[config.mk]
export PLATFORM = sky130hd
export DESIGN_NAME = uart_flags_and_baud_divisor
export DESIGN_NICKNAME = d
export VERILOG_FILES = /design/src/uart_flags_pkg.sv /design/src/baud_tick_gen.sv /design/src/uart_flags_and_baud_divisor.sv
export SDC_FILE = /design/constraint.sdc
export NUM_CORES = 1
export LEC_CHECK = 0
export BUFFER_PORTS_ARGS = -buffer_cell sky130_fd_sc_hd__buf_2
export CORE_MARGIN = 4
export CORE_UTILIZATION = 40
export DETAILED_ROUTE_END_ITERATION = 7
export MAX_ROUTING_LAYER = met4
export PLACE_DENSITY_LB_ADDON = 0.3
export SLEW_MARGIN = 40
export SYNTH_ARGS = -nofsm -noshare
export SYNTH_HDL_FRONTEND = slang
export SYNTH_SLANG_ARGS = --single-unit
export TNS_END_PERCENT = 30
[constraint.sdc]
create_clock -name clk -period 2.96 [get_ports clk]
set_clock_uncertainty 0.05 [all_clocks]
set_input_delay 0.592 -clock clk [delete_from_list [all_inputs] [get_ports clk]]
set_output_delay 0.592 -clock clk [all_outputs]
set_load 0.03 [all_outputs]
[src/uart_flags_pkg.sv]
// constants shared by the flag and baud divisor block
package uart_flags_pkg;

  // ---------------------------------------------------------------
  // register map
  // ---------------------------------------------------------------
  localparam int addr_width = 12;
  localparam logic [11:0] line_flags_offset = 12'h018;
  localparam logic [11:0] divisor_whole_offset = 12'h024;
  localparam logic [11:0] divisor_fraction_offset = 12'h028;
  localparam logic [11:0] line_control_offset = 12'h02C;
  localparam logic [1:0] word_align_bits = 2'h0;

  // ---------------------------------------------------------------
  // field layout
  // ---------------------------------------------------------------
  localparam int tx_empty_bit = 7;
  localparam int rx_full_bit = 6;
  localparam int tx_full_bit = 5;
  localparam int rx_empty_bit = 4;
  localparam int busy_bit = 3;
  localparam int queue_enable_bit = 4;
  localparam int whole_width = 16;
  localparam int fraction_width = 6;
  localparam int byte_width = 8;

  // ---------------------------------------------------------------
  // reset values
  // ---------------------------------------------------------------
  localparam logic [15:0] divisor_whole_reset = 16'h0000;
  localparam logic [5:0] divisor_fraction_reset = 6'h00;
  localparam logic tx_empty_reset = 1'b1;
  localparam logic rx_full_reset = 1'b0;
  localparam logic tx_full_reset = 1'b0;
  localparam logic rx_empty_reset = 1'b1;
  localparam logic busy_reset = 1'b0;
  localparam logic queue_enable_reset = 1'b0;

  // ---------------------------------------------------------------
  // bus answers and queue depth
  // ---------------------------------------------------------------
  localparam logic [1:0] resp_okay = 2'h0;
  localparam logic [1:0] resp_slverr = 2'h2;
  localparam logic [31:0] read_zero = 32'h00000000;
  localparam int default_queue_depth = 16;

endpackage : uart_flags_pkg
[src/baud_tick_gen.sv]
// fractional baud rate divider producing a one-cycle enable
`timescale 1ns/1ns
module baud_tick_gen
  import uart_flags_pkg::*;
#(
  parameter int WHOLE_W = whole_width,
  parameter int FRAC_W = fraction_width
) (
  input wire logic clk,
  input wire logic rstn,
  input wire logic [WHOLE_W-1:0] divisor_whole,
  input wire logic [FRAC_W-1:0] divisor_fraction,
  output logic tick
);

  // ---------------------------------------------------------------
  // state
  // ---------------------------------------------------------------
  typedef struct packed {
    logic [WHOLE_W-1:0] count;
    logic [FRAC_W-1:0] acc;
    logic tick;
  } baud_state_type;

  localparam logic [WHOLE_W-1:0] count_zero = '0;
  localparam logic [WHOLE_W-1:0] count_one = WHOLE_W'(1);
  localparam logic [FRAC_W-1:0] acc_zero = '0;

  baud_state_type s;
  baud_state_type next_s;
  logic [FRAC_W:0] sum;

  // period is whole cycles plus one extra whenever the fraction carries;
  // a zero divisor ticks at once so a leftover count cannot stall it
  always_comb begin
    next_s = s;
    next_s.tick = 1'b0;
    sum = {1'b0, s.acc} + {1'b0, divisor_fraction};
    if (s.count == count_zero || divisor_whole == count_zero) begin
      next_s.tick = 1'b1;
      if (divisor_whole == count_zero) begin
        // zero divisor is ignored: every cycle ticks, ratio of one
        next_s.count = count_zero; // RQ10
        next_s.acc = acc_zero; // RQ10
      end else begin
        next_s.acc = sum[FRAC_W-1:0];
        next_s.count = divisor_whole - count_one +
          {{(WHOLE_W-1){1'b0}}, sum[FRAC_W]};
      end
    end else begin
      next_s.count = s.count - count_one;
    end
  end

  // register the divider state
  always_ff @(posedge clk or negedge rstn) begin
    if (!rstn) begin
      s <= '0;
    end else begin
      s <= next_s;
    end
  end

  assign tick = s.tick;

endmodule : baud_tick_gen

[src/uart_flags_and_baud_divisor.sv]
// flag register, baud divisor registers and divider behind axi4-lite
//
// How it works
// RQ1: after reset transmit-full, receive-full and busy read 0, both empties 1.
// RQ2: bit 7 shows an empty transmit holding register or empty transmit queue.
// RQ3: bit 6 shows a full receive holding register or full receive queue.
// RQ4: bit 5 shows a full transmit holding register or full transmit queue.
// RQ5: bit 4 shows an empty receive holding register or empty receive queue.
// RQ6: bit 3 stays high until the whole character and its stop bits are out.
// RQ7: busy rises once the transmit queue holds anything, enabled or not.
// RQ8: the whole divisor is a 16-bit read-write field, cleared on reset.
// RQ9: the fraction divisor is a 6-bit read-write field, cleared on reset.
// RQ10: a zero whole divisor is ignored and the divider runs at ratio one.
// RQ11: new divisor values wait until no character is moving either way.
// RQ12: divisor values are taken over only by a line-control write.
// RQ13: reserved bits carry no state and software should leave them alone.
// RQ14: line-control bit 4 picks queue mode, else one-byte holding registers.
// RQ15: flags track occupancy on every read and writes to them do nothing.
`timescale 1ns/1ns
module uart_flags_and_baud_divisor
  import uart_flags_pkg::*;
#(
  parameter int QUEUE_DEPTH = default_queue_depth,
  parameter int LEVEL_W = $clog2(QUEUE_DEPTH + 1)
) (
  input wire logic clk,
  input wire logic rstn,
  input wire logic [11:0] awaddr,
  input wire logic awvalid,
  output logic awready,
  input wire logic [31:0] wdata,
  input wire logic [3:0] wstrb,
  input wire logic wvalid,
  output logic wready,
  output logic [1:0] bresp,
  output logic bvalid,
  input wire logic bready,
  input wire logic [11:0] araddr,
  input wire logic arvalid,
  output logic arready,
  output logic [31:0] rdata,
  output logic [1:0] rresp,
  output logic rvalid,
  input wire logic rready,
  input wire logic [LEVEL_W-1:0] tx_level,
  input wire logic [LEVEL_W-1:0] rx_level,
  input wire logic tx_shift_active,
  input wire logic rx_char_active,
  output logic queue_enable,
  output logic line_control_strobe,
  output logic [15:0] divisor_whole_active,
  output logic [5:0] divisor_fraction_active,
  output logic baud_tick
);

  // ---------------------------------------------------------------
  // state
  // ---------------------------------------------------------------
  typedef struct packed {
    logic awready;
    logic wready;
    logic aw_held;
    logic w_held;
    logic [11:0] waddr;
    logic [31:0] wdata;
    logic [3:0] wstrb;
    logic bvalid;
    logic [1:0] bresp;
    logic arready;
    logic rvalid;
    logic [31:0] rdata;
    logic [1:0] rresp;
    logic [15:0] divisor_whole;
    logic [5:0] divisor_fraction;
    logic queue_enable;
    logic pending;
    logic [15:0] whole_active;
    logic [5:0] fraction_active;
    logic strobe;
    logic tx_empty;
    logic rx_full;
    logic tx_full;
    logic rx_empty;
    logic busy;
  } flags_state_type;

  localparam logic [LEVEL_W-1:0] level_zero = '0;
  localparam logic [LEVEL_W-1:0] level_depth = LEVEL_W'(QUEUE_DEPTH);
  localparam logic [LEVEL_W-1:0] level_one = LEVEL_W'(1);

  flags_state_type s;
  flags_state_type next_s;

  // ---------------------------------------------------------------
  // helpers
  // ---------------------------------------------------------------
  // true when the address names one of the mapped words
  function automatic logic known_address(input logic [11:0] addr);
    known_address = (addr == line_flags_offset) ||
      (addr == divisor_whole_offset) ||
      (addr == divisor_fraction_offset) ||
      (addr == line_control_offset);
  endfunction : known_address

  // byte lane merge of a write into a 32-bit view of a register
  function automatic logic [31:0] lane_merge(input logic [31:0] old,
      input logic [31:0] data, input logic [3:0] strb);
    logic [31:0] merged;
    merged = old;
    for (int i = 0; i < 4; i++) begin
      if (strb[i]) begin
        merged[i*byte_width +: byte_width] =
          data[i*byte_width +: byte_width];
      end
    end
    lane_merge = merged;
  endfunction : lane_merge

  // full level depends on the mode: queue depth or one holding byte
  function automatic logic level_full(input logic [LEVEL_W-1:0] level,
      input logic fifo_mode);
    if (fifo_mode) begin
      level_full = (level >= level_depth);
    end else begin
      level_full = (level >= level_one);
    end
  endfunction : level_full

  // ---------------------------------------------------------------
  // next state
  // ---------------------------------------------------------------
  logic [31:0] merged;
  logic [31:0] read_word;
  logic idle_line;

  always_comb begin
    next_s = s;
    merged = read_zero;
    read_word = read_zero;
    next_s.strobe = 1'b0;
    idle_line = !tx_shift_active && !rx_char_active;

    // flags refresh every cycle from occupancy and transmitter state
    next_s.tx_empty = (tx_level == level_zero); // RQ2
    next_s.rx_full = level_full(rx_level, s.queue_enable); // RQ3 RQ14
    next_s.tx_full = level_full(tx_level, s.queue_enable); // RQ4 RQ14
    next_s.rx_empty = (rx_level == level_zero); // RQ5
    // busy covers queued bytes and the shifter up to the last stop bit
    next_s.busy = (tx_level != level_zero) || tx_shift_active; // RQ6 RQ7

    // write address and data may arrive in either order
    if (awvalid && s.awready) begin
      next_s.aw_held = 1'b1;
      next_s.waddr = awaddr;
    end
    if (wvalid && s.wready) begin
      next_s.w_held = 1'b1;
      next_s.wdata = wdata;
      next_s.wstrb = wstrb;
    end
    if (bvalid && bready) begin
      next_s.bvalid = 1'b0;
    end

    // pending divisors move over only while no character is in flight
    if (s.pending && idle_line) begin
      next_s.whole_active = s.divisor_whole; // RQ11
      next_s.fraction_active = s.divisor_fraction; // RQ11
      next_s.pending = 1'b0; // RQ11
    end

    // perform the write once both halves are held
    if (s.aw_held && s.w_held && !s.bvalid) begin
      next_s.aw_held = 1'b0;
      next_s.w_held = 1'b0;
      next_s.bvalid = 1'b1;
      next_s.bresp = resp_okay;
      if (s.waddr[1:0] != word_align_bits ||
          !known_address(s.waddr)) begin
        next_s.bresp = resp_slverr;
      end else begin
        unique case (s.waddr)
          divisor_whole_offset: begin
            merged = lane_merge({16'h0000, s.divisor_whole},
              s.wdata, s.wstrb);
            next_s.divisor_whole = merged[whole_width-1:0]; // RQ8
          end
          divisor_fraction_offset: begin
            merged = lane_merge({26'h0000000, s.divisor_fraction},
              s.wdata, s.wstrb);
            next_s.divisor_fraction = merged[fraction_width-1:0]; // RQ9
          end
          line_control_offset: begin
            if (s.wstrb[0]) begin
              next_s.queue_enable = s.wdata[queue_enable_bit]; // RQ14
            end
            // the strobe arms the divisor hand-over; it wins over apply
            next_s.strobe = 1'b1; // RQ12
            next_s.pending = 1'b1; // RQ12
          end
          // flag register ignores writes, answered okay
          default: begin
            next_s.bresp = resp_okay; // RQ15
          end
        endcase
      end
    end

    // channel readies drop while a half is held or a response waits
    next_s.awready = !next_s.aw_held && !next_s.bvalid;
    next_s.wready = !next_s.w_held && !next_s.bvalid;

    // read path: one read under way, answered the next cycle
    if (rvalid && rready) begin
      next_s.rvalid = 1'b0;
      next_s.arready = 1'b1;
    end
    if (arvalid && s.arready) begin
      next_s.arready = 1'b0;
      next_s.rvalid = 1'b1;
      next_s.rresp = resp_okay;
      // reserved bits read zero, no state behind them
      read_word = read_zero; // RQ13
      if (araddr[1:0] != word_align_bits || !known_address(araddr)) begin
        next_s.rresp = resp_slverr;
      end else begin
        unique case (araddr)
          line_flags_offset: begin
            read_word[tx_empty_bit] = s.tx_empty; // RQ15
            read_word[rx_full_bit] = s.rx_full; // RQ15
            read_word[tx_full_bit] = s.tx_full; // RQ15
            read_word[rx_empty_bit] = s.rx_empty; // RQ15
            read_word[busy_bit] = s.busy; // RQ15
          end
          divisor_whole_offset: begin
            read_word[whole_width-1:0] = s.divisor_whole; // RQ8
          end
          divisor_fraction_offset: begin
            read_word[fraction_width-1:0] = s.divisor_fraction; // RQ9
          end
          default: begin
            read_word[queue_enable_bit] = s.queue_enable;
          end
        endcase
      end
      next_s.rdata = read_word;
    end
  end

  // ---------------------------------------------------------------
  // registers
  // ---------------------------------------------------------------
  // control state takes constants only under reset
  always_ff @(posedge clk or negedge rstn) begin
    if (!rstn) begin
      s <= '0;
      s.awready <= 1'b1;
      s.wready <= 1'b1;
      s.arready <= 1'b1;
      s.bresp <= resp_okay;
      s.rresp <= resp_okay;
      s.divisor_whole <= divisor_whole_reset; // RQ8
      s.divisor_fraction <= divisor_fraction_reset; // RQ9
      s.whole_active <= divisor_whole_reset;
      s.fraction_active <= divisor_fraction_reset;
      s.queue_enable <= queue_enable_reset;
      s.tx_empty <= tx_empty_reset; // RQ1
      s.rx_full <= rx_full_reset; // RQ1
      s.tx_full <= tx_full_reset; // RQ1
      s.rx_empty <= rx_empty_reset; // RQ1
      s.busy <= busy_reset; // RQ1
    end else begin
      s <= next_s;
    end
  end

  // ---------------------------------------------------------------
  // divider on the applied divisor values
  // ---------------------------------------------------------------
  // runs from the applied copy so a mid-character write cannot glitch it
  baud_tick_gen #(
    .WHOLE_W(whole_width),
    .FRAC_W(fraction_width)
  ) divider (
    .clk(clk),
    .rstn(rstn),
    .divisor_whole(s.whole_active),
    .divisor_fraction(s.fraction_active),
    .tick(baud_tick)
  );

  // ---------------------------------------------------------------
  // outputs, all from flip-flops
  // ---------------------------------------------------------------
  assign awready = s.awready;
  assign wready = s.wready;
  assign bvalid = s.bvalid;
  assign bresp = s.bresp;
  assign arready = s.arready;
  assign rvalid = s.rvalid;
  assign rdata = s.rdata;
  assign rresp = s.rresp;
  assign queue_enable = s.queue_enable;
  assign line_control_strobe = s.strobe;
  assign divisor_whole_active = s.whole_active;
  assign divisor_fraction_active = s.fraction_active;

endmodule : uart_flags_and_baud_divisor

==> report_table.html, run 1 <==
<table>
<tr><th>Metric</th><th>Value</th></tr>
<tr><th colspan="2">Logic synthesis</th></tr>
<tr><td>Multiplexer share of the synthesized area</td><td>13.2%</td></tr>
<tr><td>Share of flip-flops with an asynchronous set or reset after synthesis</td><td>100%</td></tr>
<tr><td>Number of synthesis warnings</td><td>0</td></tr>
<tr><td>Cells taking the most area after synthesis</td><td>sky130_fd_sc_hd__dfrtp_1, sky130_fd_sc_hd__mux2_2, sky130_fd_sc_hd__buf_4</td></tr>
<tr><td>Post-Synth XOR/XNOR Area</td><td>3.63%</td></tr>
<tr><td>Cell count after synthesis</td><td>537</td></tr>
<tr><td>Cell taking the most area after synthesis</td><td>sky130_fd_sc_hd__dfrtp_1</td></tr>
<tr><td>Area of the mapped netlist</td><td>6280 sq um</td></tr>
<tr><td>Number of flops mapped to enable cells by yosys</td><td>0</td></tr>
<tr><td>Top cell type's share of synthesized area</td><td>49.8%</td></tr>
<tr><td>Dominant combinational cell family by area after synthesis</td><td>multiplexers</td></tr>
<tr><td>Fraction of the mapped netlist area in compound gates</td><td>8.73%</td></tr>
<tr><td>Most used flip-flop cell after synthesis</td><td>sky130_fd_sc_hd__dfrtp_1</td></tr>
<tr><td>Flip-flop and latch count after synthesis</td><td>130</td></tr>
<tr><td>Mean instance size in the synthesized netlist</td><td>11.7 sq um</td></tr>
<tr><td>Area share of and/or/nand/nor cells after synthesis</td><td>12.0%</td></tr>
<tr><td>Sequential cell area fraction in the yosys report</td><td>51.9%</td></tr>
<tr><td>Unique cell type count in the Yosys netlist</td><td>56</td></tr>
<tr><td>Adder-Cell Fraction of Synth Area</td><td>2.11%</td></tr>
<tr><th colspan="2">Placed design</th></tr>
<tr><td>RD Place Congestion</td><td>0.857</td></tr>
<tr><td>Worst setup timing slack at the placement stage</td><td>-0.0807 ns</td></tr>
<tr><td>Port buffer count</td><td>108</td></tr>
<tr><td>Number of placed cells counting well taps</td><td>814</td></tr>
<tr><td>HPWL Detailed</td><td>10000 um</td></tr>
<tr><th colspan="2">Power and ir drop</th></tr>
<tr><td>Sw frac</td><td>28.3%</td></tr>
<tr><td>Portion of total power attributed to sequential cells</td><td>45.9%</td></tr>
<tr><td>Worst ir drop on vdd</td><td>526 uV</td></tr>
<tr><td>Final Total Pwr</td><td>5.42 mW</td></tr>
<tr><td>P per Cell Area</td><td>735 nW/um^2</td></tr>
<tr><td>Clock Power Share</td><td>36.0%</td></tr>
<tr><td>Power Internal</td><td>3.89 mW</td></tr>
<tr><td>Switching component of the power</td><td>1.53 mW</td></tr>
<tr><td>Static leakage</td><td>3.52 nW</td></tr>
<tr><td>Share of power burned in combinational logic</td><td>18.1%</td></tr>
<tr><th colspan="2">Worst setup path</th></tr>
<tr><td>CP Data Required Time</td><td>3.22 ns</td></tr>
<tr><td>Worst setup EP type</td><td>register</td></tr>
<tr><td>Start of the worst register-to-register path</td><td>divider.s[1]</td></tr>
<tr><td>Maximum net fanout on the critical path</td><td>6</td></tr>
<tr><td>Max incr delay on CP</td><td>0.39 ns</td></tr>
<tr><td>Endpoint of the lowest-slack register-to-register path</td><td>divider.s[19]</td></tr>
<tr><td>Worst setup SP type</td><td>register</td></tr>
<tr><td>Critical Path Slowest Stage Cell</td><td>sky130_fd_sc_hd__dfrtp_1</td></tr>
<tr><td>Setup slack on the worst flop-to-flop path</td><td>0.14 ns</td></tr>
<tr><td>Arrival time of the worst setup path</td><td>3.08 ns</td></tr>
<tr><td>Critical path, cell by cell</td><td>ha_2 -&gt; fa_2 -&gt; a21o_1 -&gt; a21o_1 -&gt; a21o_1 -&gt; a21oi_1 -&gt; ha_2 -&gt; ha_2 -&gt; nand2_4 -&gt; nor3b_4 -&gt; xnor2_1 -&gt; a211oi_1</td></tr>
<tr><td>Cell type group with the largest total delay on the critical path</td><td>adder cells</td></tr>
<tr><td>R2r worst-path depth</td><td>12</td></tr>
<tr><td>Start-to-end type of the worst setup path</td><td>reg2reg</td></tr>
<tr><td>Number of buffer and inverter stages on the critical path</td><td>0</td></tr>
<tr><th colspan="2">STA</th></tr>
<tr><td>Slew Limit Headroom</td><td>52.1%</td></tr>
<tr><td>Fmax</td><td>355 MHz</td></tr>
<tr><td>Worst slack on hold paths</td><td>0.203 ns</td></tr>
<tr><td>Final number of hold-violating endpoints</td><td>0</td></tr>
<tr><td>Final count of negative-setup-slack endpoints</td><td>0</td></tr>
<tr><td>Final period util</td><td>95.1%</td></tr>
<tr><td>Number of pins with negative max-slew slack in the final report</td><td>0</td></tr>
<tr><td>Final worst-path setup slack</td><td>0.145 ns</td></tr>
<tr><td>Final min period</td><td>2.82 ns</td></tr>
<tr><td>Slew at the pin closest to its max-slew limit</td><td>0.714 ns</td></tr>
<tr><th colspan="2">Detailed routing</th></tr>
<tr><td>Routed vias</td><td>4259</td></tr>
<tr><td>Wirelength, routed</td><td>13300 um</td></tr>
<tr><td>Number of optimization iterations in the first detailed-route pass</td><td>4</td></tr>
<tr><td>Initial DRC Count</td><td>225</td></tr>
<tr><td>Antenna-violating nets left</td><td>0</td></tr>
<tr><td>Via/cell ratio</td><td>5.03</td></tr>
<tr><td>DRC violations left</td><td>0</td></tr>
<tr><td>Final routed wire length divided by cell count</td><td>15.8 um</td></tr>
<tr><th colspan="2">Status</th></tr>
<tr><td>Run status</td><td>complete, no violations</td></tr>
<tr><th colspan="2">Global routing</th></tr>
<tr><td>First-pass GRT wire length</td><td>22200 um</td></tr>
<tr><td>Pin count of the biggest net entering global routing</td><td>131</td></tr>
<tr><td>Global route total overflow</td><td>0</td></tr>
<tr><td>GRT Overall Usage</td><td>16.0%</td></tr>
<tr><td>Initial antenna violation count</td><td>2</td></tr>
<tr><td>Number of global-route vias before repair</td><td>4431</td></tr>
<tr><th colspan="2">Layout</th></tr>
<tr><td>Share of final-layout standard cells stronger than drive strength 1</td><td>38.3%</td></tr>
<tr><td>Filler Cell Count</td><td>1422</td></tr>
<tr><td>Total Nets Final</td><td>711</td></tr>
<tr><td>Synth-to-layout area growth</td><td>17.5%</td></tr>
<tr><td>Area of all sequential standard cells</td><td>3260 sq um</td></tr>
<tr><td>Final Non-Filler Cells</td><td>847</td></tr>
<tr><td>Area occupied by multi-input gates</td><td>2620 sq um</td></tr>
<tr><th colspan="2">Clocking</th></tr>
<tr><td>TritonCTS Buffers</td><td>17</td></tr>
<tr><td>CTS hold repair buffers</td><td>0</td></tr>
<tr><td>Later-pin clock latency in the skew report</td><td>0.41 ns</td></tr>
<tr><td>H-tree Lvls</td><td>4</td></tr>
<tr><td>Clock slew at reported path FFs</td><td>0.05 ns</td></tr>
<tr><td>TritonCTS clock tree</td><td>yes</td></tr>
<tr><td>CTS Buffer Depth</td><td>2</td></tr>
<tr><td>Total clock sinks</td><td>130</td></tr>
<tr><td>Post-CTS Setup Repair Bufs</td><td>0</td></tr>
<tr><td>Clock tree root buffer cell</td><td>sky130_fd_sc_hd__clkbuf_16</td></tr>
<tr><th colspan="2">Floorplanning</th></tr>
<tr><td>Number of cell rows</td><td>45</td></tr>
<tr><td>Die outline width</td><td>133 um</td></tr>
<tr><td>Effective utilization at floorplan</td><td>41.0%</td></tr>
<tr><td>Die ar.</td><td>17800 sq um</td></tr>
<tr><td>Boundary Pins</td><td>145</td></tr>
<tr><td>Area of the core region</td><td>15300 sq um</td></tr>
<tr><td>Die Y</td><td>133 um</td></tr>
<tr><th colspan="2">Worst hold path</th></tr>
<tr><td>Class of the tightest hold or removal check</td><td>in2async</td></tr>
<tr><th colspan="2">Job</th></tr>
<tr><td>Max capacitance violation total</td><td>0</td></tr>
</table>
[worst max-delay path by stage]
| stage | startpoint | end | cells past startpoint |
|---|---|---|---|
| after global placement | divisor_fraction_active[0] | divider.s[19] | 12 |
| after global routing | divider.s[1] | divider.s[21] | 12 |
| after floorplan | divisor_fraction_active[0] | divider.s[19] | 12 |
| after CTS | divisor_fraction_active[0] | divider.s[19] | 12 |
| after detailed placement | divisor_fraction_active[0] | divider.s[19] | 12 |
| final | divider.s[1] | divider.s[19] | 12 |
[logic make-up (layout without fill, tap and decap cells)]
logic type | count (synthesis) | count (layout)
other | 1 | 20
buffers and inverters | 80 | 160
XOR/XNOR | 26 | 26
AND/OR/NAND/NOR | 136 | 136
AO/OA/AOI/OAI | 80 | 80
flip-flops | 130 | 130
adder cells (fa/ha/maj) | 10 | 10
multiplexers | 74 | 74
[what timing repair did]
action / 4_1_cts / 5_1_grt
resized for setup: 3 / 7
cloned: 0 / 0
endpoints found under the setup margin: 2 / 9
pin swaps: 0 / 1
[registers in the layout (all words and copies together) (netlist names), 6 cells and up]
register                 count
divider.s                   22
divisor_fraction_active      6
divisor_whole_active        16
rdata                       16
s                           60
[cell usage in the layout, fill, tap and decap left out, drive strengths merged, types with 2 or more instances in the layout]
| cell | instances |
|---|---|
| buf | 119 |
| nor2 | 28 |
| or4 | 9 |
| nand2 | 40 |
| clkbuf | 20 |
| dfstp | 5 |
| and2 | 2 |
| a22oi | 6 |
| nand3 | 6 |
| nand2b | 4 |
| xor2 | 8 |
| nor2b | 4 |
| o22ai | 5 |
| clkinv | 5 |
| a211oi | 12 |
| clkinvlp | 4 |
| diode | 2 |
| nor3 | 9 |
| a21o | 6 |
| and3 | 4 |
| nor3b | 5 |
| ha | 9 |
| dfrtp | 125 |
| mux2 | 73 |
| nor4 | 14 |
| a32oi | 3 |
| o211ai | 2 |
| nand3b | 2 |
| o21ai | 15 |
| a22o | 10 |
| xnor2 | 18 |
| a21oi | 12 |
| nand4 | 2 |
| inv | 10 |
| bufinv | 2 |
| or3 | 3 |
| conb | 18 |
[synth_stat cells (5+ instances only)]
cell type                    n
sky130_fd_sc_hd__dfrtp_1   125
sky130_fd_sc_hd__mux2_2     72
sky130_fd_sc_hd__buf_4      58
sky130_fd_sc_hd__nand2_1    40
sky130_fd_sc_hd__nor2_1     28
sky130_fd_sc_hd__xnor2_1    18
sky130_fd_sc_hd__o21ai_0    15
sky130_fd_sc_hd__a211oi_1   12
sky130_fd_sc_hd__a21oi_1    12
sky130_fd_sc_hd__nor4_1     11
sky130_fd_sc_hd__a22o_1     10
sky130_fd_sc_hd__clkbuf_1   10
sky130_fd_sc_hd__inv_1      10
sky130_fd_sc_hd__ha_1        9
sky130_fd_sc_hd__or4_1       8
sky130_fd_sc_hd__xor2_1      8
sky130_fd_sc_hd__nor3_1      7
sky130_fd_sc_hd__a21o_1      6
sky130_fd_sc_hd__a22oi_1     6
sky130_fd_sc_hd__nand3_1     6
sky130_fd_sc_hd__dfstp_2     5
sky130_fd_sc_hd__nor3b_1     5
sky130_fd_sc_hd__o22ai_1     5
[layer usage]
layer / global-route usage (%) / up-vias / routed length (um)
li1: - / 2029 / -
met1: 19.5 / 2103 / 5870
met2: 25.2 / 106 / 6380
met3: 5.32 / 21 / 829
met4: 5.26 / 0 / 265
met5: - / - / 0
[worst reg2reg max path: stages, from the launching register on]
cell	delay (ns)
sky130_fd_sc_hd__dfrtp_1	0.39
sky130_fd_sc_hd__ha_2	0.20
sky130_fd_sc_hd__fa_2	0.35
sky130_fd_sc_hd__a21o_1	0.17
sky130_fd_sc_hd__a21o_1	0.20
sky130_fd_sc_hd__a21o_1	0.18
sky130_fd_sc_hd__a21oi_1	0.14
sky130_fd_sc_hd__ha_2	0.21
sky130_fd_sc_hd__ha_2	0.21
sky130_fd_sc_hd__nand2_4	0.09
sky130_fd_sc_hd__nor3b_4	0.22
sky130_fd_sc_hd__xnor2_1	0.08
sky130_fd_sc_hd__a211oi_1	0.23
[stage by stage]
stage,area (sq um),utilization [%],setup TNS [ns]
after floorplan,6340,-,0
after global placement,6780,44.3,0
after detailed placement,6780,44.3,-0.101
after CTS,7340,48.0,0
after global routing,7380,48.2,-0.0103
final,7380,48.2,0
[layout make-up]
type	count	share of cell area [%]
sequential	130	44.2
multi-input combinational	344	35.5
timing repair buffer	119	8.65
clock buffer	20	5.92
tap	211	3.58
clock inverter	11	1.56
inverter	10	0.509
antenna	2	0.0679
[power groups by stage]
stage / logic (mW) / registers [mW] / clock network, mW
after floorplan: 0.748 / 2.47 / 0
after global placement: 0.957 / 2.48 / 0
after detailed placement: 0.988 / 2.52 / 0
after CTS: 0.995 / 2.49 / 1.99
after global routing: 1.09 / 2.55 / 2.07
final: 0.981 / 2.49 / 1.95
Power figures use the tool's default switching activity.
==> inputs of run 2 (changes only) <==
--- a/config.mk
+++ b/config.mk
@@ -7,7 +7,7 @@
 export LEC_CHECK = 0
 export BUFFER_PORTS_ARGS = -buffer_cell sky130_fd_sc_hd__buf_2
 export CORE_MARGIN = 4
-export CORE_UTILIZATION = 40
+export CORE_UTILIZATION = 25
 export DETAILED_ROUTE_END_ITERATION = 7
 export MAX_ROUTING_LAYER = met4
 export PLACE_DENSITY_LB_ADDON = 0.3
==> run 2 against run 1 <==
Net effect: die area up 56%; register-to-register slack gained 0.07 ns; clock power is 5% higher; design area grew 3.1%; global-route usage decreased by 5.0 points; largest cell class unchanged; largest power group unchanged; highest routed layer unchanged.
==> report_table.html, run 2 (same netlist as run 1, synthesis figures left out) <==
<table>
<tr><th>Metric</th><th>Value</th></tr>
<tr><th colspan="2">Clocking</th></tr>
<tr><td>Total clock sinks</td><td>130</td></tr>
<tr><td>Clock slew at reported path FFs</td><td>0.05 ns</td></tr>
<tr><td>TritonCTS clock tree</td><td>yes</td></tr>
<tr><td>H-tree Lvls</td><td>4</td></tr>
<tr><td>CTS Buffer Depth</td><td>2</td></tr>
<tr><td>TritonCTS Buffers</td><td>17</td></tr>
<tr><td>Post-CTS Setup Repair Bufs</td><td>0</td></tr>
<tr><td>Later-pin clock latency in the skew report</td><td>0.42 ns</td></tr>
<tr><td>Clock tree root buffer cell</td><td>sky130_fd_sc_hd__clkbuf_16</td></tr>
<tr><th colspan="2">Detailed routing</th></tr>
<tr><td>Antenna-violating nets left</td><td>0</td></tr>
<tr><td>DRC violations left</td><td>0</td></tr>
<tr><td>Number of optimization iterations in the first detailed-route pass</td><td>4</td></tr>
<tr><td>Via/cell ratio</td><td>4.34</td></tr>
<tr><td>Final routed wire length divided by cell count</td><td>15.0 um</td></tr>
<tr><td>Routed vias</td><td>4196</td></tr>
<tr><td>Wirelength, routed</td><td>14500 um</td></tr>
<tr><td>Initial DRC Count</td><td>187</td></tr>
<tr><th colspan="2">Global routing</th></tr>
<tr><td>Pin count of the biggest net entering global routing</td><td>89</td></tr>
<tr><td>Number of global-route vias before repair</td><td>4380</td></tr>
<tr><td>First-pass GRT wire length</td><td>23700 um</td></tr>
<tr><td>Initial antenna violation count</td><td>1</td></tr>
<tr><td>Global route total overflow</td><td>0</td></tr>
<tr><td>GRT Overall Usage</td><td>11.0%</td></tr>
<tr><th colspan="2">Floorplanning</th></tr>
<tr><td>Boundary Pins</td><td>145</td></tr>
<tr><td>Area of the core region</td><td>24500 sq um</td></tr>
<tr><td>Die outline width</td><td>166 um</td></tr>
<tr><td>Die Y</td><td>166 um</td></tr>
<tr><td>Die ar.</td><td>27700 sq um</td></tr>
<tr><td>Effective utilization at floorplan</td><td>25.6%</td></tr>
<tr><td>Number of cell rows</td><td>57</td></tr>
<tr><th colspan="2">Layout</th></tr>
<tr><td>Largest registers</td><td>s x60, divider.s x22</td></tr>
<tr><td>Most frequent cells in the layout</td><td>sky130_fd_sc_hd__dfrtp_1, sky130_fd_sc_hd__buf_2, sky130_fd_sc_hd__mux2_2, sky130_fd_sc_hd__nand2_1, sky130_fd_sc_hd__nor2_1</td></tr>
<tr><td>Share of final-layout standard cells stronger than drive strength 1</td><td>38.8%</td></tr>
<tr><td>Area occupied by multi-input gates</td><td>2620 sq um</td></tr>
<tr><td>Commonest non-fill, non-tap cell in the layout</td><td>sky130_fd_sc_hd__dfrtp_1</td></tr>
<tr><td>Total Nets Final</td><td>719</td></tr>
<tr><td>Filler Cell Count</td><td>2545</td></tr>
<tr><td>Largest register by flop count</td><td>s</td></tr>
<tr><td>Area of all sequential standard cells</td><td>3260 sq um</td></tr>
<tr><td>Synth-to-layout area growth</td><td>21.1%</td></tr>
<tr><td>Number of flip-flops in the largest register</td><td>60</td></tr>
<tr><th colspan="2">Status</th></tr>
<tr><td>Run status</td><td>complete, no violations</td></tr>
<tr><th colspan="2">Worst setup path</th></tr>
<tr><td>Number of buffer and inverter stages on the critical path</td><td>0</td></tr>
<tr><td>Worst setup SP type</td><td>register</td></tr>
<tr><td>CP Data Required Time</td><td>3.23 ns</td></tr>
<tr><td>R2r worst-path depth</td><td>12</td></tr>
<tr><td>Crit-path most repeated cell</td><td>sky130_fd_sc_hd__a21o_1</td></tr>
<tr><td>Arrival time of the worst setup path</td><td>3.02 ns</td></tr>
<tr><td>Maximum net fanout on the critical path</td><td>6</td></tr>
<tr><td>Crit path from</td><td>divisor_fraction_active[0]</td></tr>
<tr><td>Cell type group with the largest total delay on the critical path</td><td>adder cells</td></tr>
<tr><td>Critical Path End</td><td>divider.s[19]</td></tr>
<tr><td>Start-to-end type of the worst setup path</td><td>reg2reg</td></tr>
<tr><td>Critical path, cell by cell</td><td>ha_1 -&gt; fa_2 -&gt; a21o_1 -&gt; a21o_1 -&gt; a21o_1 -&gt; a21oi_2 -&gt; ha_2 -&gt; ha_2 -&gt; nand2_4 -&gt; nor3b_4 -&gt; xnor2_1 -&gt; a211oi_1</td></tr>
<tr><td>Worst setup EP type</td><td>register</td></tr>
<tr><td>Max incr delay on CP</td><td>0.38 ns</td></tr>
<tr><td>Start of the worst register-to-register path</td><td>divisor_fraction_active[0]</td></tr>
<tr><td>Endpoint of the lowest-slack register-to-register path</td><td>divider.s[19]</td></tr>
<tr><td>Critical Path Slowest Stage Cell</td><td>sky130_fd_sc_hd__dfrtp_1</td></tr>
<tr><td>Setup slack on the worst flop-to-flop path</td><td>0.21 ns</td></tr>
<tr><td>Count of cell instances traversed by the critical path</td><td>12</td></tr>
<tr><th colspan="2">STA</th></tr>
<tr><td>Final period util</td><td>92.8%</td></tr>
<tr><td>Slew Limit Headroom</td><td>53.5%</td></tr>
<tr><td>Worst slack on hold paths</td><td>0.262 ns</td></tr>
<tr><td>Number of pins with negative max-slew slack in the final report</td><td>0</td></tr>
<tr><td>Fmax</td><td>364 MHz</td></tr>
<tr><td>Final count of negative-setup-slack endpoints</td><td>0</td></tr>
<tr><td>Slew at the pin closest to its max-slew limit</td><td>0.692 ns</td></tr>
<tr><td>Setup repair after global routing missed its margin</td><td>no</td></tr>
<tr><td>Setup tns final</td><td>0 ns</td></tr>
<tr><td>Final min period</td><td>2.75 ns</td></tr>
<tr><td>Final number of hold-violating endpoints</td><td>0</td></tr>
<tr><th colspan="2">Job</th></tr>
<tr><td>Max capacitance violation total</td><td>0</td></tr>
<tr><th colspan="2">Power and ir drop</th></tr>
<tr><td>P per Cell Area</td><td>725 nW/um^2</td></tr>
<tr><td>Static leakage</td><td>3.59 nW</td></tr>
<tr><td>Worst ir drop on vdd</td><td>462 uV</td></tr>
<tr><th colspan="2">Worst hold path</th></tr>
<tr><td>Class of the tightest hold or removal check</td><td>in2reg</td></tr>
<tr><th colspan="2">Placed design</th></tr>
<tr><td>HPWL Detailed</td><td>11000 um</td></tr>
<tr><td>Port buffer count</td><td>108</td></tr>
<tr><td>RD Place Congestion</td><td>0.796</td></tr>
</table>
-- run 2: cell types whose count changed in the layout (fill, tap and decap cells not counted), sizes merged --
cell,change
clkbuf,+6
clkinvlp,-4
diode,-1
clkinv,-2
dlygate4sd3,+1
buf,+7
-- run 2: repair_timing --
item                                   4_1_cts  5_1_grt
hold buffers                                 1        0
pin swaps                                    0        3
gates resized for setup                      1       10
endpoints found under the hold margin        8        0
setup endpoints to repair                    1        7
-- run 2: through the flow --
step                      cell area (sq um)  total power, mW  setup WS (ns)  util (%)  std cells
final                                  7600             5.51          0.214      31.0        967
after floorplan                        6340             3.22          0.100         -        554
after global placement                 6970             3.48         0.0536      28.4        934
after CTS                              7560             5.58         0.0339      30.8        966
after global routing                   7600             5.83         0.0111      31.0        967
after detailed placement               6970             3.50         0.0242      28.4        934
-- run 2: area by class of cell --
type | instances | share of cell area [%]
multi-input combinational | 344 | 34.5
tap | 324 | 5.33
sequential | 130 | 42.9
timing repair buffer | 127 | 9.22
clock buffer | 26 | 6.57
inverter | 10 | 0.494
antenna | 1 | 0.0329
clock inverter | 5 | 0.987
-- run 2: per-layer routing --
layer / share of wire [%] / global-route usage, % / vias to the layer above
met4: 1.4 / 4.06 / 0
met5: 0 / - / -
li1: - / - / 2045
met1: 45 / 13.4 / 2041
met2: 47 / 17.3 / 95
met3: 6.8 / 3.51 / 15
-- run 2: how the worst min path moves through the flow --
| stage | depth (start not counted) | slack (ns) | end | from |
|---|---|---|---|---|
| floorplan | 0 | 0.25 | bresp[1] | rstn |
| global placement | 1 | 0.39 | s[105] | rstn |
| detailed placement | 1 | 0.39 | s[105] | rstn |
| CTS | 2 | 0.24 | s[1] | rx_level[4] |
| global route | 2 | 0.24 | s[1] | rx_level[4] |
| finish | 2 | 0.26 | s[1] | rx_level[4] |
-- run 2: power by group --
group          switching, mW  internal [mW]  leakage [nW]
clock                  0.732           1.32         0.284
sequential             0.313           2.17          1.66
combinational          0.478          0.500          1.64
